==> config.mk <==
export PLATFORM = sky130hd
export DESIGN_NAME = core_exec
export DESIGN_NICKNAME = d
export VERILOG_FILES = /design/src/core_exec_pkg.sv /design/src/unary_alu.sv /design/src/core_exec.sv
export SDC_FILE = /design/constraint.sdc
export NUM_CORES = 1
export LEC_CHECK = 0
export BUFFER_PORTS_ARGS = -buffer_cell sky130_fd_sc_hd__buf_4
export CAP_MARGIN = 20
export CORE_MARGIN = 8
export CORE_UTILIZATION = 37
export CTS_CLUSTER_SIZE = 14
export DETAILED_ROUTE_END_ITERATION = 8
export GPL_TIMING_DRIVEN = 0
export SLEW_MARGIN = 20
export SYNTH_ARGS = -nofsm -noshare
export SYNTH_HDL_FRONTEND = slang
export SYNTH_SLANG_ARGS = --single-unit
==> constraint.sdc <==
create_clock -name sys_clk -period 5.3 [get_ports sys_clk]
set_clock_uncertainty 0.1 [all_clocks]
set_input_delay 0.795 -clock sys_clk [delete_from_list [all_inputs] [get_ports sys_clk]]
set_output_delay 0.795 -clock sys_clk [all_outputs]
set_load 0.02 [all_outputs]
==> src/core_exec_pkg.sv <==
package core_exec_pkg;

    localparam int          NUM_REGS     = 16;
    localparam int          DATA_W       = 8;
    localparam int          PC_W         = 16;
    localparam int          APB_AW       = 12;

    // register file indices
    localparam logic [3:0]  REG_IPH      = 4'hC;
    localparam logic [3:0]  REG_IPL      = 4'hD;
    localparam logic [3:0]  REG_STAT     = 4'hE;
    localparam logic [3:0]  REG_ACC      = 4'hF;
    localparam int          GIE_BIT      = 5;

    localparam logic [15:0] PC_RESET     = 16'h0000;
    localparam logic [15:0] PC_STEP      = 16'h0001;
    localparam logic [7:0]  BYTE_ZERO    = 8'h00;
    localparam logic [7:0]  BYTE_ONE     = 8'h01;
    localparam logic [7:0]  BYTE_ONES    = 8'hFF;
    localparam logic [7:0]  SIGN_MIN     = 8'h80;
    localparam logic [7:0]  SIGN_MAX     = 8'h7F;

    // software-visible registers
    localparam logic [11:0] ADDR_CTRL    = 12'h000;
    localparam logic [11:0] ADDR_STATUS  = 12'h004;
    localparam int          CTRL_RUN_BIT = 0;
    localparam int          ST_ILL_BIT   = 3;
    localparam logic        RUN_RESET    = 1'b1;

    typedef enum logic [4:0] {
        OP_NOP   = 5'h00,
        OP_JUMP  = 5'h01,
        OP_JCC   = 5'h02,
        OP_CALL  = 5'h03,
        OP_CALLS = 5'h04,
        OP_RET   = 5'h05,
        OP_RETS  = 5'h06,
        OP_RETI  = 5'h07,
        OP_PUSH  = 5'h08,
        OP_POP   = 5'h09,
        OP_MOVE  = 5'h0A,
        OP_STORE = 5'h0B,
        OP_CMVD  = 5'h0C,
        OP_CMVS  = 5'h0D,
        OP_SHL   = 5'h0E,
        OP_SHLC  = 5'h0F,
        OP_SHR   = 5'h10,
        OP_SHRC  = 5'h11,
        OP_SHRA  = 5'h12,
        OP_ONES_COMPLEMENT  = 5'h13,
        OP_TWOS_COMPLEMENT_NEGATE  = 5'h14,
        OP_NEGATE_WITH_BORROW = 5'h15,
        OP_INC   = 5'h16,
        OP_INCC  = 5'h17,
        OP_DEC   = 5'h18
    } op_t;

    typedef enum logic [2:0] {
        COND_CS  = 3'h0,
        COND_CC  = 3'h1,
        COND_ZS  = 3'h2,
        COND_ZC  = 3'h3,
        COND_VS  = 3'h4,
        COND_VC  = 3'h5,
        COND_ALW = 3'h6,
        COND_NEV = 3'h7
    } cond_t;

    typedef enum logic [1:0] {
        SRC_IMM  = 2'h0,
        SRC_REG  = 2'h1,
        SRC_DM   = 2'h2
    } src_t;

endpackage

==> src/unary_alu.sv <==
`timescale 1ns/100ps

module unary_alu
    import core_exec_pkg::*;
(
    input  op_t        op,
    input  logic [7:0] src,
    input  logic       cin,
    output logic [7:0] res,
    output logic       cout,
    output logic       vout
);

    always_comb begin
        res  = src;
        cout = cin;
        vout = 1'b0;
        unique case (op)
            OP_SHL: begin
                res  = {src[6:0], 1'b0};
                cout = src[7];
                vout = src[7] ^ src[6];
            end
            OP_SHLC: begin
                res  = {src[6:0], cin};
                cout = src[7];
                vout = src[7] ^ src[6];
            end
            OP_SHR: begin
                res  = {1'b0, src[7:1]};
                cout = src[0];
                vout = src[7];
            end
            OP_SHRC: begin
                res  = {cin, src[7:1]};
                cout = src[0];
                vout = cin ^ src[7];
            end
            OP_SHRA: begin
                // sign kept, so a signed halving never overflows
                res  = {src[7], src[7:1]};
                cout = src[0];
                vout = 1'b0;
            end
            OP_ONES_COMPLEMENT: begin
                res  = ~src;
            end
            OP_TWOS_COMPLEMENT_NEGATE: begin
                res  = ~src + BYTE_ONE;
                cout = (res == BYTE_ZERO);
                vout = (src == SIGN_MIN);
            end
            OP_NEGATE_WITH_BORROW: begin
                res  = ~src + {7'h00, cin};
                cout = (res == BYTE_ZERO) && cin;
                vout = cin && (src == SIGN_MIN);
            end
            OP_INC: begin
                res  = src + BYTE_ONE;
                cout = (res == BYTE_ZERO);
                vout = (src == SIGN_MAX);
            end
            OP_INCC: begin
                res  = src + {7'h00, cin};
                cout = (res == BYTE_ZERO) && cin;
                vout = cin && (src == SIGN_MAX);
            end
            OP_DEC: begin
                res  = src - BYTE_ONE;
                cout = (res != BYTE_ONES);
                vout = (src == SIGN_MIN);
            end
            default: begin
                res  = src;
                cout = cin;
                vout = 1'b0;
            end
        endcase
    end

endmodule

==> src/core_exec.sv <==
// Local design decisions: the APB slave port and the placing of the registers.
`timescale 1ns/100ps

// Behaviour
// - jump loads PC from target when condition holds
// - call pushes stack, stores PC+1, jumps
// - index call saves PC+1 in index; return uses it
// - interrupt return pops and sets interrupt enable
// - push moves index register onto return stack
// - pop loads index register from stack top
// - loads write dest and acc, zero only
// - carry-conditional move: acc always, dest conditional
// - left shift inserts zero, bit7 to carry
// - left shift through carry inserts old carry
// - right shifts: zero or carry into bit7
// - arithmetic right shift keeps sign bit
// - ones complement updates zero flag only
// - negate sets carry only on zero result
// - negate with carry: carry if zero and cin
// - increment sets carry on wrap to zero
// - increment by carry keeps carry on wrap
// - decrement clears carry on borrow to FF
// - zero flag mirrors accumulator equal to zero once acc is written; after reset acc is zero, flag clear
// - overflow flag set on signed overflow
// - sixteen 8-bit registers, index pairs as 16-bit
module core_exec
    import core_exec_pkg::*;
#(
    parameter int RS_DEPTH = 8,
    parameter int DM_AW    = 16
) (
    input  logic              sys_clk,
    input  logic              rst_n,
    // register bus
    input  logic [APB_AW-1:0] paddr,
    input  logic              psel,
    input  logic              penable,
    input  logic              pwrite,
    input  logic [31:0]       pwdata,
    output logic [31:0]       prdata,
    output logic              pready,
    output logic              pslverr,
    // decoded instruction at progAddr
    input  op_t               insnOp,
    input  cond_t             insnCond,
    input  src_t              insnSrcSel,
    input  logic              insnUseIp,
    input  logic [3:0]        insnDst,
    input  logic [3:0]        insnSrc,
    input  logic [15:0]       insnImm,
    input  logic [DM_AW-1:0]  insnEaddr,
    input  logic [7:0]        dmRdData,
    // memories
    output logic [PC_W-1:0]   progAddr,
    output logic [DM_AW-1:0]  dmAddr,
    output logic [7:0]        dmWrData,
    output logic              dmWrEn,
    // observed core state
    output logic [7:0]        accOut,
    output logic              carryFlag,
    output logic              zeroFlag,
    output logic              ovfFlag,
    output logic              globalIrqEnable,
    output logic              illegalOp,
    output logic              running
);

    typedef struct packed {
        logic [PC_W-1:0]                pc;
        logic [RS_DEPTH-1:0][PC_W-1:0]  returnLifo;
        logic [NUM_REGS-1:0][DATA_W-1:0] rf;
        logic                           c;
        logic                           v;
        logic                           z;
        logic                           illegal;
        logic                           run;
        logic [DM_AW-1:0]               dmAddr;
        logic [7:0]                     dmWrData;
        logic                           dmWrEn;
        logic                           pready;
        logic                           pslverr;
        logic [31:0]                    prdata;
    } state_t;

    state_t      st;
    state_t      next_st;

    logic [15:0] programIndex;
    logic [15:0] pcPlusOne;
    logic [15:0] target;
    logic [7:0]  operand;
    logic        condTrue;
    logic [7:0]  aluRes;
    logic        aluCarry;
    logic        aluOvf;
    logic        busWrite;

    unary_alu u_alu (
        .op   (insnOp),
        .src  (operand),
        .cin  (st.c),
        .res  (aluRes),
        .cout (aluCarry),
        .vout (aluOvf)
    );

    always_comb begin
        programIndex = {st.rf[REG_IPH], st.rf[REG_IPL]};
        pcPlusOne    = st.pc + PC_STEP;
        target       = insnUseIp ? programIndex : insnImm;
        unique case (insnSrcSel)
            SRC_IMM: operand = insnImm[7:0];
            SRC_REG: operand = st.rf[insnSrc];
            SRC_DM:  operand = dmRdData;
            default: operand = BYTE_ZERO;
        endcase
        unique case (insnCond)
            COND_CS:  condTrue = st.c;
            COND_CC:  condTrue = !st.c;
            COND_ZS:  condTrue = st.z;
            COND_ZC:  condTrue = !st.z;
            COND_VS:  condTrue = st.v;
            COND_VC:  condTrue = !st.v;
            COND_ALW: condTrue = 1'b1;
            COND_NEV: condTrue = 1'b0;
        endcase
        busWrite = psel && penable && pwrite && st.pready;
    end

    always_comb begin
        next_st         = st;
        next_st.dmWrEn  = 1'b0;
        next_st.pready  = 1'b0;
        next_st.pslverr = 1'b0;

        // bus writes land at the access-phase edge with pready high
        if (busWrite) begin
            if (paddr == ADDR_CTRL) begin
                next_st.run = pwdata[CTRL_RUN_BIT];
            end else if (paddr == ADDR_STATUS) begin
                if (pwdata[ST_ILL_BIT]) begin
                    next_st.illegal = 1'b0;
                end
            end
        end

        // setup phase: answer is registered, pready high next cycle
        if (psel && !penable) begin
            next_st.pready = 1'b1;
            next_st.prdata = 32'h0000_0000;
            if (paddr == ADDR_CTRL) begin
                next_st.prdata[CTRL_RUN_BIT] = st.run;
            end else if (paddr == ADDR_STATUS) begin
                next_st.prdata = {st.pc, st.rf[REG_ACC], 4'h0,
                                  st.illegal, st.v, st.z, st.c};
            end else begin
                next_st.pslverr = 1'b1;
            end
        end

        // halted core leaves PC and state alone
        if (st.run) begin
            next_st.pc = pcPlusOne;
            unique case (insnOp)
                OP_NOP: begin
                    next_st.pc = pcPlusOne;
                end
                OP_JUMP: begin
                    next_st.pc = target;
                end
                OP_JCC: begin
                    if (condTrue) begin
                        next_st.pc = target;
                    end
                end
                OP_CALL: begin
                    for (int i = RS_DEPTH - 1; i > 0; i--) begin
                        next_st.returnLifo[i] = st.returnLifo[i-1];
                    end
                    next_st.returnLifo[0] = pcPlusOne;
                    next_st.pc            = target;
                end
                OP_CALLS: begin
                    // target already sampled old index for the ip form
                    next_st.rf[REG_IPH] = pcPlusOne[15:8];
                    next_st.rf[REG_IPL] = pcPlusOne[7:0];
                    next_st.pc          = target;
                end
                OP_RET, OP_RETI: begin
                    next_st.pc = st.returnLifo[0];
                    // bottom entry keeps its value on a pop
                    for (int i = 0; i < RS_DEPTH - 1; i++) begin
                        next_st.returnLifo[i] = st.returnLifo[i+1];
                    end
                    if (insnOp == OP_RETI) begin
                        next_st.rf[REG_STAT][GIE_BIT] = 1'b1;
                    end
                end
                OP_RETS: begin
                    next_st.pc = programIndex;
                end
                OP_PUSH: begin
                    for (int i = RS_DEPTH - 1; i > 0; i--) begin
                        next_st.returnLifo[i] = st.returnLifo[i-1];
                    end
                    next_st.returnLifo[0] = programIndex;
                end
                OP_POP: begin
                    next_st.rf[REG_IPH] = st.returnLifo[0][15:8];
                    next_st.rf[REG_IPL] = st.returnLifo[0][7:0];
                    for (int i = 0; i < RS_DEPTH - 1; i++) begin
                        next_st.returnLifo[i] = st.returnLifo[i+1];
                    end
                end
                OP_MOVE: begin
                    next_st.rf[insnDst] = operand;
                    next_st.rf[REG_ACC] = operand;
                    next_st.z = (operand == BYTE_ZERO);
                end
                OP_STORE: begin
                    // no flag changes on a store
                    next_st.dmAddr   = insnEaddr;
                    next_st.dmWrData = operand;
                    next_st.dmWrEn   = 1'b1;
                end
                OP_CMVD, OP_CMVS: begin
                    if ((insnOp == OP_CMVD) != st.c) begin
                        next_st.rf[insnDst] = operand;
                    end
                    next_st.rf[REG_ACC] = operand;
                    next_st.z = (operand == BYTE_ZERO);
                end
                OP_ONES_COMPLEMENT: begin
                    next_st.rf[insnDst] = aluRes;
                    next_st.rf[REG_ACC] = aluRes;
                    next_st.z = (aluRes == BYTE_ZERO);
                end
                OP_SHL, OP_SHLC, OP_SHR, OP_SHRC, OP_SHRA,
                OP_TWOS_COMPLEMENT_NEGATE, OP_NEGATE_WITH_BORROW, OP_INC, OP_INCC, OP_DEC: begin
                    next_st.rf[insnDst] = aluRes;
                    next_st.rf[REG_ACC] = aluRes;
                    next_st.c = aluCarry;
                    next_st.v = aluOvf;
                    next_st.z = (aluRes == BYTE_ZERO);
                end
                default: begin
                    // unknown opcode runs as a step; set beats clear
                    next_st.illegal = 1'b1;
                end
            endcase
        end
    end

    always_ff @(posedge sys_clk or negedge rst_n) begin
        if (!rst_n) begin
            st     <= '0;
            st.pc  <= PC_RESET;
            st.run <= RUN_RESET;
        end else begin
            st <= next_st;
        end
    end

    assign prdata          = st.prdata;
    assign pready          = st.pready;
    assign pslverr         = st.pslverr;
    assign progAddr        = st.pc;
    assign dmAddr          = st.dmAddr;
    assign dmWrData        = st.dmWrData;
    assign dmWrEn          = st.dmWrEn;
    assign accOut          = st.rf[REG_ACC];
    assign carryFlag       = st.c;
    assign zeroFlag        = st.z;
    assign ovfFlag         = st.v;
    assign globalIrqEnable = st.rf[REG_STAT][GIE_BIT];
    assign illegalOp       = st.illegal;
    assign running         = st.run;

endmodule

; After elaboration in Yosys (flattened, before gate mapping)
; Cells that the tools add are included.
[word_totals]
register_bits = 336
out_inout_bits = 89
[op_classes]
addsub = 6
magnitude_cmp = 3
n_eq_ne = 40
n_mux = 37
bitwise_logic = 3
n_reduce_logical = 52
[op_table]
columns = cell, n
row1 = one-hot mux 112 bit (3 select lines), 1
row2 = one-hot mux 96 bit (3 select lines), 1
row3 = bitwise mux 128 bit, 2
row4 = two-way mux 120 bit, 1
row5 = one-hot mux 8 bit (11 select lines), 1
row6 = one-hot mux 16 bit (5 select lines), 1
row7 = two-way mux 32 bit, 2
row8 = one-hot mux 16 bit (4 select lines), 1
row9 = zero test 8 bit, 6
row10 = "equality test 5 bit, second input constant", 9
row11 = "equality test 5 x 4 -> 1 bit, second input constant", 8
row12 = two-way mux 34 bit, 1
row13 = binary-select mux 8 bit (select 4 bit), 1
row14 = demux 8 bit (select 4 bit), 1
row15 = two-way mux 16 bit, 2
row16 = one-hot mux 10 bit (3 select lines), 1
row17 = OR reduction 25 bit, 1
row18 = one-hot mux 8 bit (3 select lines), 1
row19 = "equality test 5 x 3 -> 1 bit, second input constant", 4
row20 = "adder 16 x 1 -> 16 bit, second input constant", 1
row21 = adder 8 x 1 -> 8 bit, 2
row22 = "adder 8 x 1 -> 8 bit, second input constant", 2
row23 = two-way mux 8 bit, 2
row24 = one-hot mux 5 bit (3 select lines), 1
row25 = 42 further kinds, 88

; Longest topological paths before layout
; Gate-level depths: netlist (run 1).
[depth]
ltp_word = 8
ltp_mapped = 19
mapped_depth_nobuf = 15

; By module
; A second synthesis (run 1) with hierarchy kept.
[unflattened]
hier_cells = 1850
hier_area_um2 = 19247.2
[by_module_without_submodules]
columns = mod, instances, cells_per_inst, area_each_um2, seq_area_each_um2
row1 = core_exec, 1, 1590, 17598.1, 8309.2
row2 = unary_alu, 1, 260, 1649.1, 0.0

; Worst setup path after synthesis (run 1)
; Ideal clock, no wire load.
[synth_path]
path_type = input -> register
start = in insnSrcSel[1]
end = reg st (netlist bit zeroFlag)
t_arrival_ps = 4364
required_ps = 5096
setup_slack_ps = 732
stages = 17
n_path_buf = 3
path_cell_list = buf_2 buf_2 nor2_1 nand2_1 o21ai_1 buf_2 inv_1 ha_1 ha_1 mux2i_1 a21oi_1 a21oi_1 o221ai_1 a221o_1 or3_1 or4_4 o41ai_2
[synth_between]
elab_chain_len = 7
word_cells_on_any_way = 14
[synth_lines]
columns = element, line
row1 = from (decl), core_exec.sv:46  ; input src_t insnSrcSel,
row2 = equality test 2 bit (tied with other cells), core_exec.sv:111  ; unique case (insnSrcSel)
row3 = one-hot mux 8 bit (3 select lines) (*), core_exec.sv:111
row4 = named net operand[0], core_exec.sv:91  ; logic [7:0] operand;
row5 = inverter 8 bit, "unary_alu.sv:46, unary_alu.sv:49, unary_alu.sv:54"
row6 = "adder 8 x 1 -> 8 bit, on equally long branches", "unary_alu.sv:54, unary_alu.sv:49"
row7 = one-hot mux 8 bit (11 select lines), unary_alu.sv:18  ; unique case (op)
row8 = zero test 8 bit, "core_exec.sv:236, core_exec.sv:244"
row9 = one-hot mux 1 bit (2 select lines) (*), core_exec.sv:164  ; unique case (insnOp)
row10 = to (signal assigned), core_exec.sv:260  ; st <= next_st;
row11 = to (decl), core_exec.sv:85  ; state_t st;
; Mark *: on every way through the listed nets, which the timed path passes. The rest lies on a longest branch.
; A chain may end at the register's enable or synchronous reset.

; Final worst setup path (run 1)
[layout_path]
start = in insnSrc[0]
end = reg st (netlist bit programIndex[14])
[layout_between]
elab_chain_len = 8
word_cells_on_any_way = 14
[layout_lines]
columns = element, line
row1 = from (decl), core_exec.sv:49  ; input logic [3:0] insnSrc,
row2 = binary-select mux 8 bit (select 4 bit) (*), core_exec.sv:113  ; SRC_REG: operand = st.rf[insnSrc];
row3 = two-way mux 8 bit (implied by the code) (*), core_exec.sv:113
row4 = one-hot mux 8 bit (3 select lines) (*), core_exec.sv:111
row5 = named net operand[0], core_exec.sv:91
row6 = inverter 8 bit, "unary_alu.sv:49, unary_alu.sv:54"
row7 = "adder 8 x 1 -> 8 bit, on equally long branches", "unary_alu.sv:54, unary_alu.sv:49"
row8 = one-hot mux 8 bit (11 select lines) (*), unary_alu.sv:18
row9 = bitwise mux 128 bit (*), "core_exec.sv:234, core_exec.sv:240"
row10 = one-hot mux 16 bit (5 select lines) (*), core_exec.sv:164
; Mark *: on every way through the listed nets, which the timed path passes. The rest lies on a longest branch. The select of a mux whose other input is x is not followed.

==> results of run 1 <==
## repair_timing
| action | in CTS | in global routing |
|---|---|---|
| hold buffers | 0 | 0 |
| setup buffers | 0 | 1 |
| endpoints found under the hold margin | 0 | 0 |
| pin swaps | 0 | 1 |
| resized for setup | 1 | 2 |
| endpoints found under the setup margin | 20 | 23 |
| gates cloned | 0 | 0 |
## routing by layer
layer | up-vias | global-route usage [%] | wire length (um)
li1 | 7297 | - | -
met1 | 8014 | 28.5 | 27900
met2 | 675 | 34.8 | 30500
met3 | 144 | 3.77 | 4590
met4 | 6 | 10.3 | 2990
met5 | - | 0 | 41
## through the flow
| stage | hold WS (ns) | power, uW | setup slack, ns |
|---|---|---|---|
| floorplan | 0.349 | 2930 | 0.732 |
| global placement | 0.366 | 3190 | -0.762 |
| detailed placement | 0.377 | 3200 | -0.732 |
| CTS | 0.0965 | 6250 | 0.0178 |
| global route | 0.133 | 6410 | 0.0166 |
| finish | 0.0713 | 6190 | 0.106 |
## report_power, final
part / leakage, uW / internal [uW] / total (uW) / switching (uW)
combinational: 0.00524 / 200 / 627 / 427
clock: 0.000724 / 1850 / 3020 / 1180
sequential: 0.00463 / 2540 / 2540 / 3.69
total: 0.0106 / 4580 / 6190 / 1610
## worst max-delay path, cell delays in order
cell and delay [ns]:
buf_6 0.17, buf_6 0.23, buf_6 0.21, mux2i_1 0.21, a22oi_1 0.11, a31oi_1 0.26
o21ai_2 0.22, buf_2 0.30, inv_1 0.24, ha_1 0.25, nand4_1 0.37, nor4_4 0.67
mux2i_1 0.29, o211ai_1 0.14, o2111a_1 0.16, o311ai_0 0.72, a22o_1 0.23
## area by class of cell
cell class	count	area, um^2	share of cell area, %
timing repair buffer	160	1270	5.60
sequential	332	8310	36.7
tap	680	851	3.76
clock buffer	60	1250	5.53
inverter	12	45.0	0.199
multi-input combinational	1344	9420	41.6
antenna	1	2.50	0.0111
buffer	220	1260	5.59
clock inverter	16	213	0.940
## worst max path at each step
stage	from	to	slack, ns	cells after the start
3_3_place_gp	insnSrc[3]	st[65]	-0.76	16
5_1_grt	insnSrc[0]	programIndex[14]	0.02	17
2_1_floorplan	insnSrcSel[1]	zeroFlag	0.73	17
6_report	insnSrc[0]	programIndex[14]	0.11	17
4_1_cts	insnSrc[0]	st[158]	0.02	19
3_5_place_dp	insnSrc[0]	st[158]	-0.73	19
## cell families after synthesis
logic type / Yosys count / share of synthesized area [%]
other: 1 / 0.0197
muxes: 315 / 18.0
AOI/OAI and AO/OA: 478 / 16.8
and+or+nand+nor: 510 / 12.7
DFF: 332 / 43.7
xor gates and xnor gates: 28 / 1.29
buffers and inverters: 232 / 6.89
adders and majority gates: 9 / 0.593
## sequential cells by signal, summed over array words and instances, names as in the netlist
register,cells
accOut,8
carryFlag,1
dmAddr,16
dmWrData,8
dmWrEn,1
globalIrqEnable,1
illegalOp,1
ovfFlag,1
prdata,28
pready,1
progAddr,16
programIndex,16
pslverr,1
running,1
st,231
zeroFlag,1
## synthesized netlist by cell type (13+ instances only)
| library cell | number |
|---|---|
| nand3_1 | 38 |
| a22o_1 | 34 |
| a22oi_1 | 32 |
| nand2_1 | 215 |
| mux2_2 | 138 |
| dfrtp_1 | 331 |
| o211ai_1 | 13 |
| xnor2_1 | 20 |
| a221oi_1 | 31 |
| buf_2 | 15 |
| a21oi_1 | 90 |
| nor2b_1 | 15 |
| o21ai_0 | 162 |
| mux2i_1 | 170 |
| nand4_1 | 13 |
| clkbuf_1 | 100 |
| nand2b_1 | 24 |
| nor2_1 | 118 |
| buf_4 | 85 |
| or3_1 | 16 |
==> flow_summary.json, run 1 <==
{
  "yosysWarnings": 0,
  "worstPathRequired_ns": 5.71,
  "max_freq_mhz": 193,
  "cts_buffer_depth": 3,
  "clk-insertion-delay-late_ns": 0.59,
  "worstSetupStartpointType": "primary input",
  "dieArea_um2": 58900,
  "drt_pass1_iterations": 5,
  "reg2reg_setup_slack_ns": 0.24,
  "grt_pass1_wl_um": 101000,
  "ant_nets": 0,
  "grt_max_degree": 97,
  "path_clk_slew_ns": 0.06,
  "synth_cell_types": 93,
  "fin_crit_sh_pct": 98.0,
  "postSynthAreaPerCell_um2": 9.97,
  "final-hold-violation-count": 0,
  "gp_congestion": 0.988,
  "dpl.hpwl_um": 49700,
  "endpoint_kind": "flop",
  "syn_inst": 1905,
  "dp.cells": 2747,
  "area_delta_synth_final_pct": 19.0,
  "fin_setup_tns_ns": 0,
  "viasPerCell": 5.71,
  "timing.rr.start": "programIndex[8]",
  "fill_cells": 4927,
  "vias": 16100,
  "syn_area_um2": 19000,
  "synth_area_leaders": "dfrtp_1 44%, mux2i_1 9.0%, mux2_2 8.2%, o21ai_0 4.3%, nand2_1 4.2%",
  "grt_usage_pct": 21.8,
  "die_h_um": 243,
  "ir_drop_uv": 178,
  "layout_commonest_cell": "dfrtp_1",
  "clock-sinks": 332,
  "status": "complete, no violations",
  "rows": 83,
  "arrival_ns": 5.60,
  "antenna_found_initial": 3,
  "leakagePower_uw": 0.0106,
  "ys_seq_area_share_pct": 43.7,
  "port_buffers": 153,
  "initial_utilization_pct": 37.2,
  "final_cell_mix": "331 x dfrtp_1, 240 x buf_4, 215 x nand2_1",
  "synth-seq-cells": 332,
  "period_minus_slack_ns": 5.19,
  "io_pins": 197,
  "core_area_um2": 51100,
  "cts_inserted_buffers": 42,
  "ys.flop_type": "dfrtp_1",
  "synth_top_area_cell": "dfrtp_1",
  "clockRootBuffer": "clkbuf_16",
  "finalWirelength_um": 66000,
  "crit_path_max_fanout": 12,
  "dpl_cell_area_um2": 21100,
  "drv_slew": 0,
  "die_x_um": 243,
  "criticalPathCategory": "primary input to flop",
  "drtIter0Drc": 1542,
  "final_area_um2": 22600,
  "synthArstFlopShare_pct": 100,
  "wl_per_cell_um": 23.4,
  "tightestPinTransition_ns": 1.08,
  "power_density_nw_per_um2": 274,
  "synth.top_cell.area_share_pct": 43.6,
  "grt_pass1_vias": 16100,
  "slew_headroom_pct": 27.7,
  "hold_class": "primary input to asynchronous set/reset pin",
  "final_util_pct": 44.3,
  "fin_nets": 2229,
  "finalNonFillerCells": 2825,
  "reg2regPathDepth": 13,
  "synth-edff-count": 0,
  "cts_max_level": 2,
  "drive_gt1_share_pct": 24.5,
  "rsz0062_at_grt": "no",
  "drc": 0,
  "grt_overflow": 0,
  "finalSetupViolCount": 0,
  "cts_tree": "yes",
  "max-cap-violations": 0,
  "r2r_end": "programIndex[14]"
}
Power figures use the tool's default switching activity.
==> run 2, diff against run 1 <==
==> constraint.sdc (replaced) <==
create_clock -name sys_clk -period 6.4 [get_ports sys_clk]
set_clock_uncertainty 0.1 [all_clocks]
set_input_delay 0.96 -clock sys_clk [delete_from_list [all_inputs] [get_ports sys_clk]]
set_output_delay 0.96 -clock sys_clk [all_outputs]
set_load 0.02 [all_outputs]
==> flow_summary.json, run 2 (synthesis gave the netlist of run 1 again) <==
{
  "met1_length_um": 28500,
  "worstSetupStartpointType": "primary input",
  "cts_buffer_depth": 3,
  "leakagePower_uw": 0.0106,
  "period_minus_slack_ns": 5.77,
  "ir_drop_uv": 148,
  "area_delta_synth_final_pct": 19.0,
  "timing.rr.start": "programIndex[8]",
  "antenna_found_initial": 3,
  "clockRootBuffer": "clkbuf_16",
  "vias": 16000,
  "post_cts_buffers": 0,
  "drv_slew": 0,
  "finalNonFillerCells": 2824,
  "io_pins": 197,
  "fin_nets": 2228,
  "dp_slack_ns": 0.203,
  "core_area_um2": 51100,
  "drtIter0Drc": 1587,
  "rows": 83,
  "worst_slack_ns": 0.632,
  "layout_commonest_cell": "dfrtp_1",
  "max-cap-violations": 0,
  "fin_setup_tns_ns": 0,
  "cts_tree": "yes",
  "largest_reg_flops": 231,
  "gp_congestion": 0.988,
  "finalWirelength_um": 65900,
  "grt_overflow": 0,
  "cp_common_cell": "buf_2",
  "ctsHoldBuffers": 0,
  "hold_class": "primary input to asynchronous set/reset pin",
  "grt_pass1_wl_um": 101000,
  "top_register": "st",
  "critPathBufInv": 5,
  "worst-path-stages": 17,
  "reg2regPathDepth": 15,
  "slew_headroom_pct": 29.1,
  "r2r_end": "st[97]",
  "cts.repair.resized": 0,
  "final_cell_mix": "331 x dfrtp_1, 239 x buf_4, 215 x nand2_1",
  "crit_path_max_fanout": 12,
  "power_uw": 5130,
  "status": "complete, no violations",
  "grt_usage_pct": 21.8,
  "grt_max_degree": 97,
  "initial_utilization_pct": 37.2,
  "wl_met2_um": 30300,
  "drc": 0,
  "reg2reg_setup_slack_ns": 0.92,
  "viasPerCell": 5.67,
  "cp_top_family": "compound AO/OA/AOI/OAI gates",
  "cts_max_level": 2,
  "arrival_ns": 6.17,
  "dp.cells": 2747,
  "top_layer": "met5",
  "die_x_um": 243,
  "slowest_delay_ns": 0.77,
  "crit_path_start": "insnSrcSel[1]",
  "dr_wl_met3_um": 4070,
  "die_h_um": 243,
  "finalSetupViolCount": 0,
  "dieArea_um2": 58900,
  "clock-sinks": 332,
  "ant_nets": 0,
  "wl_per_cell_um": 23.3,
  "power_density_nw_per_um2": 227,
  "critPathCapture": "st[97]",
  "cpMaxStageDelayCell": "o21ai_1",
  "dpl.hpwl_um": 49700,
  "cts_inserted_buffers": 42,
  "worstPathRequired_ns": 6.80,
  "port_buffers": 153,
  "endpoint_kind": "flop",
  "max_freq_mhz": 173,
  "final-hold-violation-count": 0,
  "rsz0062_at_grt": "no",
  "drive_gt1_share_pct": 24.4,
  "drt_pass1_iterations": 6,
  "path_clk_slew_ns": 0.06,
  "criticalPathCategory": "primary input to flop",
  "fin_crit_sh_pct": 90.1,
  "clk-insertion-delay-late_ns": 0.59,
  "tightestPinTransition_ns": 1.06,
  "crit_chain": "buf_2, buf_2, nor2_1, nand2_1, o21ai_1, buf_2, inv_1, ha_1, ha_1, mux2i_1, a21oi_1, a21oi_1, o221ai_1, a221o_1, a21boi_0, clkbuf_1, mux2_2",
  "grt_pass1_vias": 16100
}
run 2: routing by layer:
metal  GRT usage (%)  vias to the layer above
li1                -                     7292
met1            28.5                     7974
met2            34.8                      586
met3            3.77                      147
met4            10.3                        6
met5               0                        -
run 2: layout make-up:
| class | count | area (um^2) |
|---|---|---|
| antenna | 1 | 2.50 |
| sequential | 332 | 8310 |
| clock buffer | 60 | 1250 |
| clock inverter | 16 | 213 |
| buffer | 220 | 1260 |
| tap | 680 | 851 |
| timing repair buffer | 159 | 1260 |
| inverter | 12 | 45.0 |
| fill | 4926 | 28500 |
| multi-input combinational | 1344 | 9410 |
run 2: power by group:
group          internal [uW]  switching [uW]  total [uW]
sequential              2100            3.04        2100
combinational            164             353         517
clock                   1530             976        2500
run 2: worst reg2reg max path, cell delays in order, from the launching register on:
cell      delay (ns)
dfrtp_1         0.63
mux4_2          0.37
mux2i_1         0.08
o21ai_1         0.70
buf_2           0.46
inv_1           0.23
ha_1            0.30
ha_1            0.32
mux2i_1         0.07
a21oi_1         0.16
a21oi_1         0.08
o221ai_1        0.12
a221o_1         0.29
a21boi_0        0.73
clkbuf_1        0.49
mux2_2          0.26
run 2: worst min path at each step:
stage / slack (ns) / depth (start not counted) / endpoint
finish: 0.23 / 1 / accOut[2]
global route: 0.30 / 1 / accOut[2]
CTS: 0.26 / 1 / accOut[2]
detailed placement: 0.38 / 2 / prdata[0]
global placement: 0.37 / 2 / st[126]
floorplan: 0.35 / 2 / st[102]
run 2: through the flow:
stage | area (um^2) | utilization (%) | hold WS, ns
2_1_floorplan | 19000 | - | 0.349
3_3_place_gp | 21000 | 41.1 | 0.366
3_5_place_dp | 21100 | 41.4 | 0.377
4_1_cts | 22600 | 44.2 | 0.262
5_1_grt | 22600 | 44.2 | 0.298
6_report | 22600 | 44.2 | 0.233
==> run 3, diff against run 2 <==
--- a/config.mk
+++ b/config.mk
@@ -12,6 +12,7 @@
 export CTS_CLUSTER_SIZE = 14
 export DETAILED_ROUTE_END_ITERATION = 8
 export GPL_TIMING_DRIVEN = 0
+export REMOVE_ABC_BUFFERS = 1
 export SLEW_MARGIN = 20
 export SYNTH_ARGS = -nofsm -noshare
 export SYNTH_HDL_FRONTEND = slang
==> flow_summary.json, run 3 (synthesis gave the netlist of run 1 again) <==
{
  "ir_drop_uv": 177,
  "dp_slack_ns": 0.218,
  "tightestPinTransition_ns": 1.15,
  "core_area_um2": 51100,
  "top_register": "st",
  "rows": 83,
  "largest_reg_flops": 231,
  "arrival_ns": 6.05,
  "final-hold-violation-count": 0,
  "cts.repair.resized": 0,
  "worst_slack_ns": 0.716,
  "fin_nets": 2038,
  "grt_pass1_vias": 14600,
  "vias": 15100,
  "cp_common_cell": "ha_1",
  "leakagePower_uw": 0.0100,
  "die_x_um": 243,
  "dp.cells": 2558,
  "ant_nets": 0,
  "grt_max_degree": 102,
  "grt_pass1_wl_um": 90300,
  "drtIter0Drc": 1544,
  "viasPerCell": 5.75,
  "cp_top_family": "simple AND/OR/NAND/NOR gates",
  "max-cap-violations": 0,
  "hold_slack_ns": 0.258,
  "fin_crit_sh_pct": 88.8,
  "worstPathRequired_ns": 6.76,
  "area_delta_synth_final_pct": 13.8,
  "dieArea_um2": 58900,
  "antenna_found_initial": 5,
  "hold_class": "primary input to asynchronous set/reset pin",
  "finalSetupViolCount": 0,
  "die_h_um": 243,
  "critPathBufInv": 3,
  "post_cts_buffers": 0,
  "ctsHoldBuffers": 0,
  "clk-insertion-delay-late_ns": 0.57,
  "cts_buffer_depth": 3,
  "period_minus_slack_ns": 5.68,
  "endpoint_kind": "flop",
  "power_density_nw_per_um2": 224,
  "max_freq_mhz": 176,
  "slew_headroom_pct": 23.3,
  "rsz0062_at_grt": "no",
  "criticalPathCategory": "primary input to flop",
  "cts_inserted_buffers": 40,
  "layout_commonest_cell": "dfrtp_1",
  "cts_max_level": 2,
  "clockRootBuffer": "clkbuf_16",
  "wl_per_cell_um": 22.1,
  "grt_usage_pct": 19.2,
  "slowest_delay_ns": 0.71,
  "drv_slew": 0,
  "dpl.hpwl_um": 40600,
  "finalWirelength_um": 58300,
  "cts_tree": "yes",
  "cpMaxStageDelayCell": "buf_4",
  "fin_setup_tns_ns": 0,
  "gp_congestion": 0.933,
  "initial_utilization_pct": 37.2,
  "crit_chain": "buf_4, mux4_2, mux2i_1, o21ai_2, buf_6, inv_1, ha_1, ha_1, nand4_1, nor2_1, xnor2_1, o21ai_0, o32a_1, or4_4, o41ai_2",
  "drt_pass1_iterations": 5,
  "drive_gt1_share_pct": 23.0,
  "port_buffers": 162,
  "path_clk_slew_ns": 0.06,
  "power_uw": 4830,
  "crit_path_max_fanout": 54,
  "clock-sinks": 332,
  "grt_overflow": 0,
  "final_cell_mix": "331 x dfrtp_1, 215 x nand2_1, 170 x mux2i_1, 170 x buf_4, 162 x o21ai_0",
  "worstSetupStartpointType": "primary input",
  "finalNonFillerCells": 2631,
  "drc": 0,
  "io_pins": 197,
  "status": "complete, no violations"
}
## run 3: cell types whose count changed in the layout (fill, tap and decap cells not counted), sizes merged
cell	previous run	this run
clkinv	7	4
clkbuf	160	61
inv	16	15
buf	279	191
diode	1	2
bufinv	4	1
## run 3: metrics by stage
| stage | utilization [%] | instance area (um^2) |
|---|---|---|
| floorplan | - | 17700 |
| global route | 42.3 | 21600 |
| detailed placement | 39.8 | 20300 |
| finish | 42.3 | 21600 |
| CTS | 42.3 | 21600 |
| global placement | 38.8 | 19800 |
## run 3: worst paths after layout
kind                       depth (start not counted)     endpoint       startpoint  slack (ns)
setup / recovery                                  15     zeroFlag       insnSrc[0]        0.72
hold / removal                                     1      st[305]            rst_n        0.26
max in group asynchronous                          3  dmWrData[3]            rst_n        4.55
hold reg to reg                                    2      st[102]          st[102]        0.38
min in group sys_clk                               2      st[102]          st[102]        0.38
setup reg to reg                                  14     zeroFlag  programIndex[8]        1.59
## run 3: layout make-up
cell class,instances,area (um^2)
antenna,2,5.00
sequential,332,8310
inverter,12,45.0
clock buffer,61,1190
tap,680,851
timing repair buffer,191,1650
multi-input combinational,1344,9480
clock inverter,9,91.3
fill,4955,29500
## run 3: per-layer routing
metal  global-route usage [%]  vias up  part of all wire, %
li1                         -     6901                    -
met1                     26.2     7539                   44
met2                     28.7      573                   44
met3                     5.03      122                  7.9
met4                     7.81        6                  4.0
met5                        0        -                0.060
## run 3: power by group
| part | total (uW) | switching [uW] | internal, uW | leakage, uW |
|---|---|---|---|---|
| combinational | 492 | 340 | 153 | 0.00475 |
| sequential | 2100 | 2.82 | 2100 | 0.00463 |
| clock | 2240 | 914 | 1320 | 0.000627 |
| total | 4830 | 1260 | 3580 | 0.0100 |
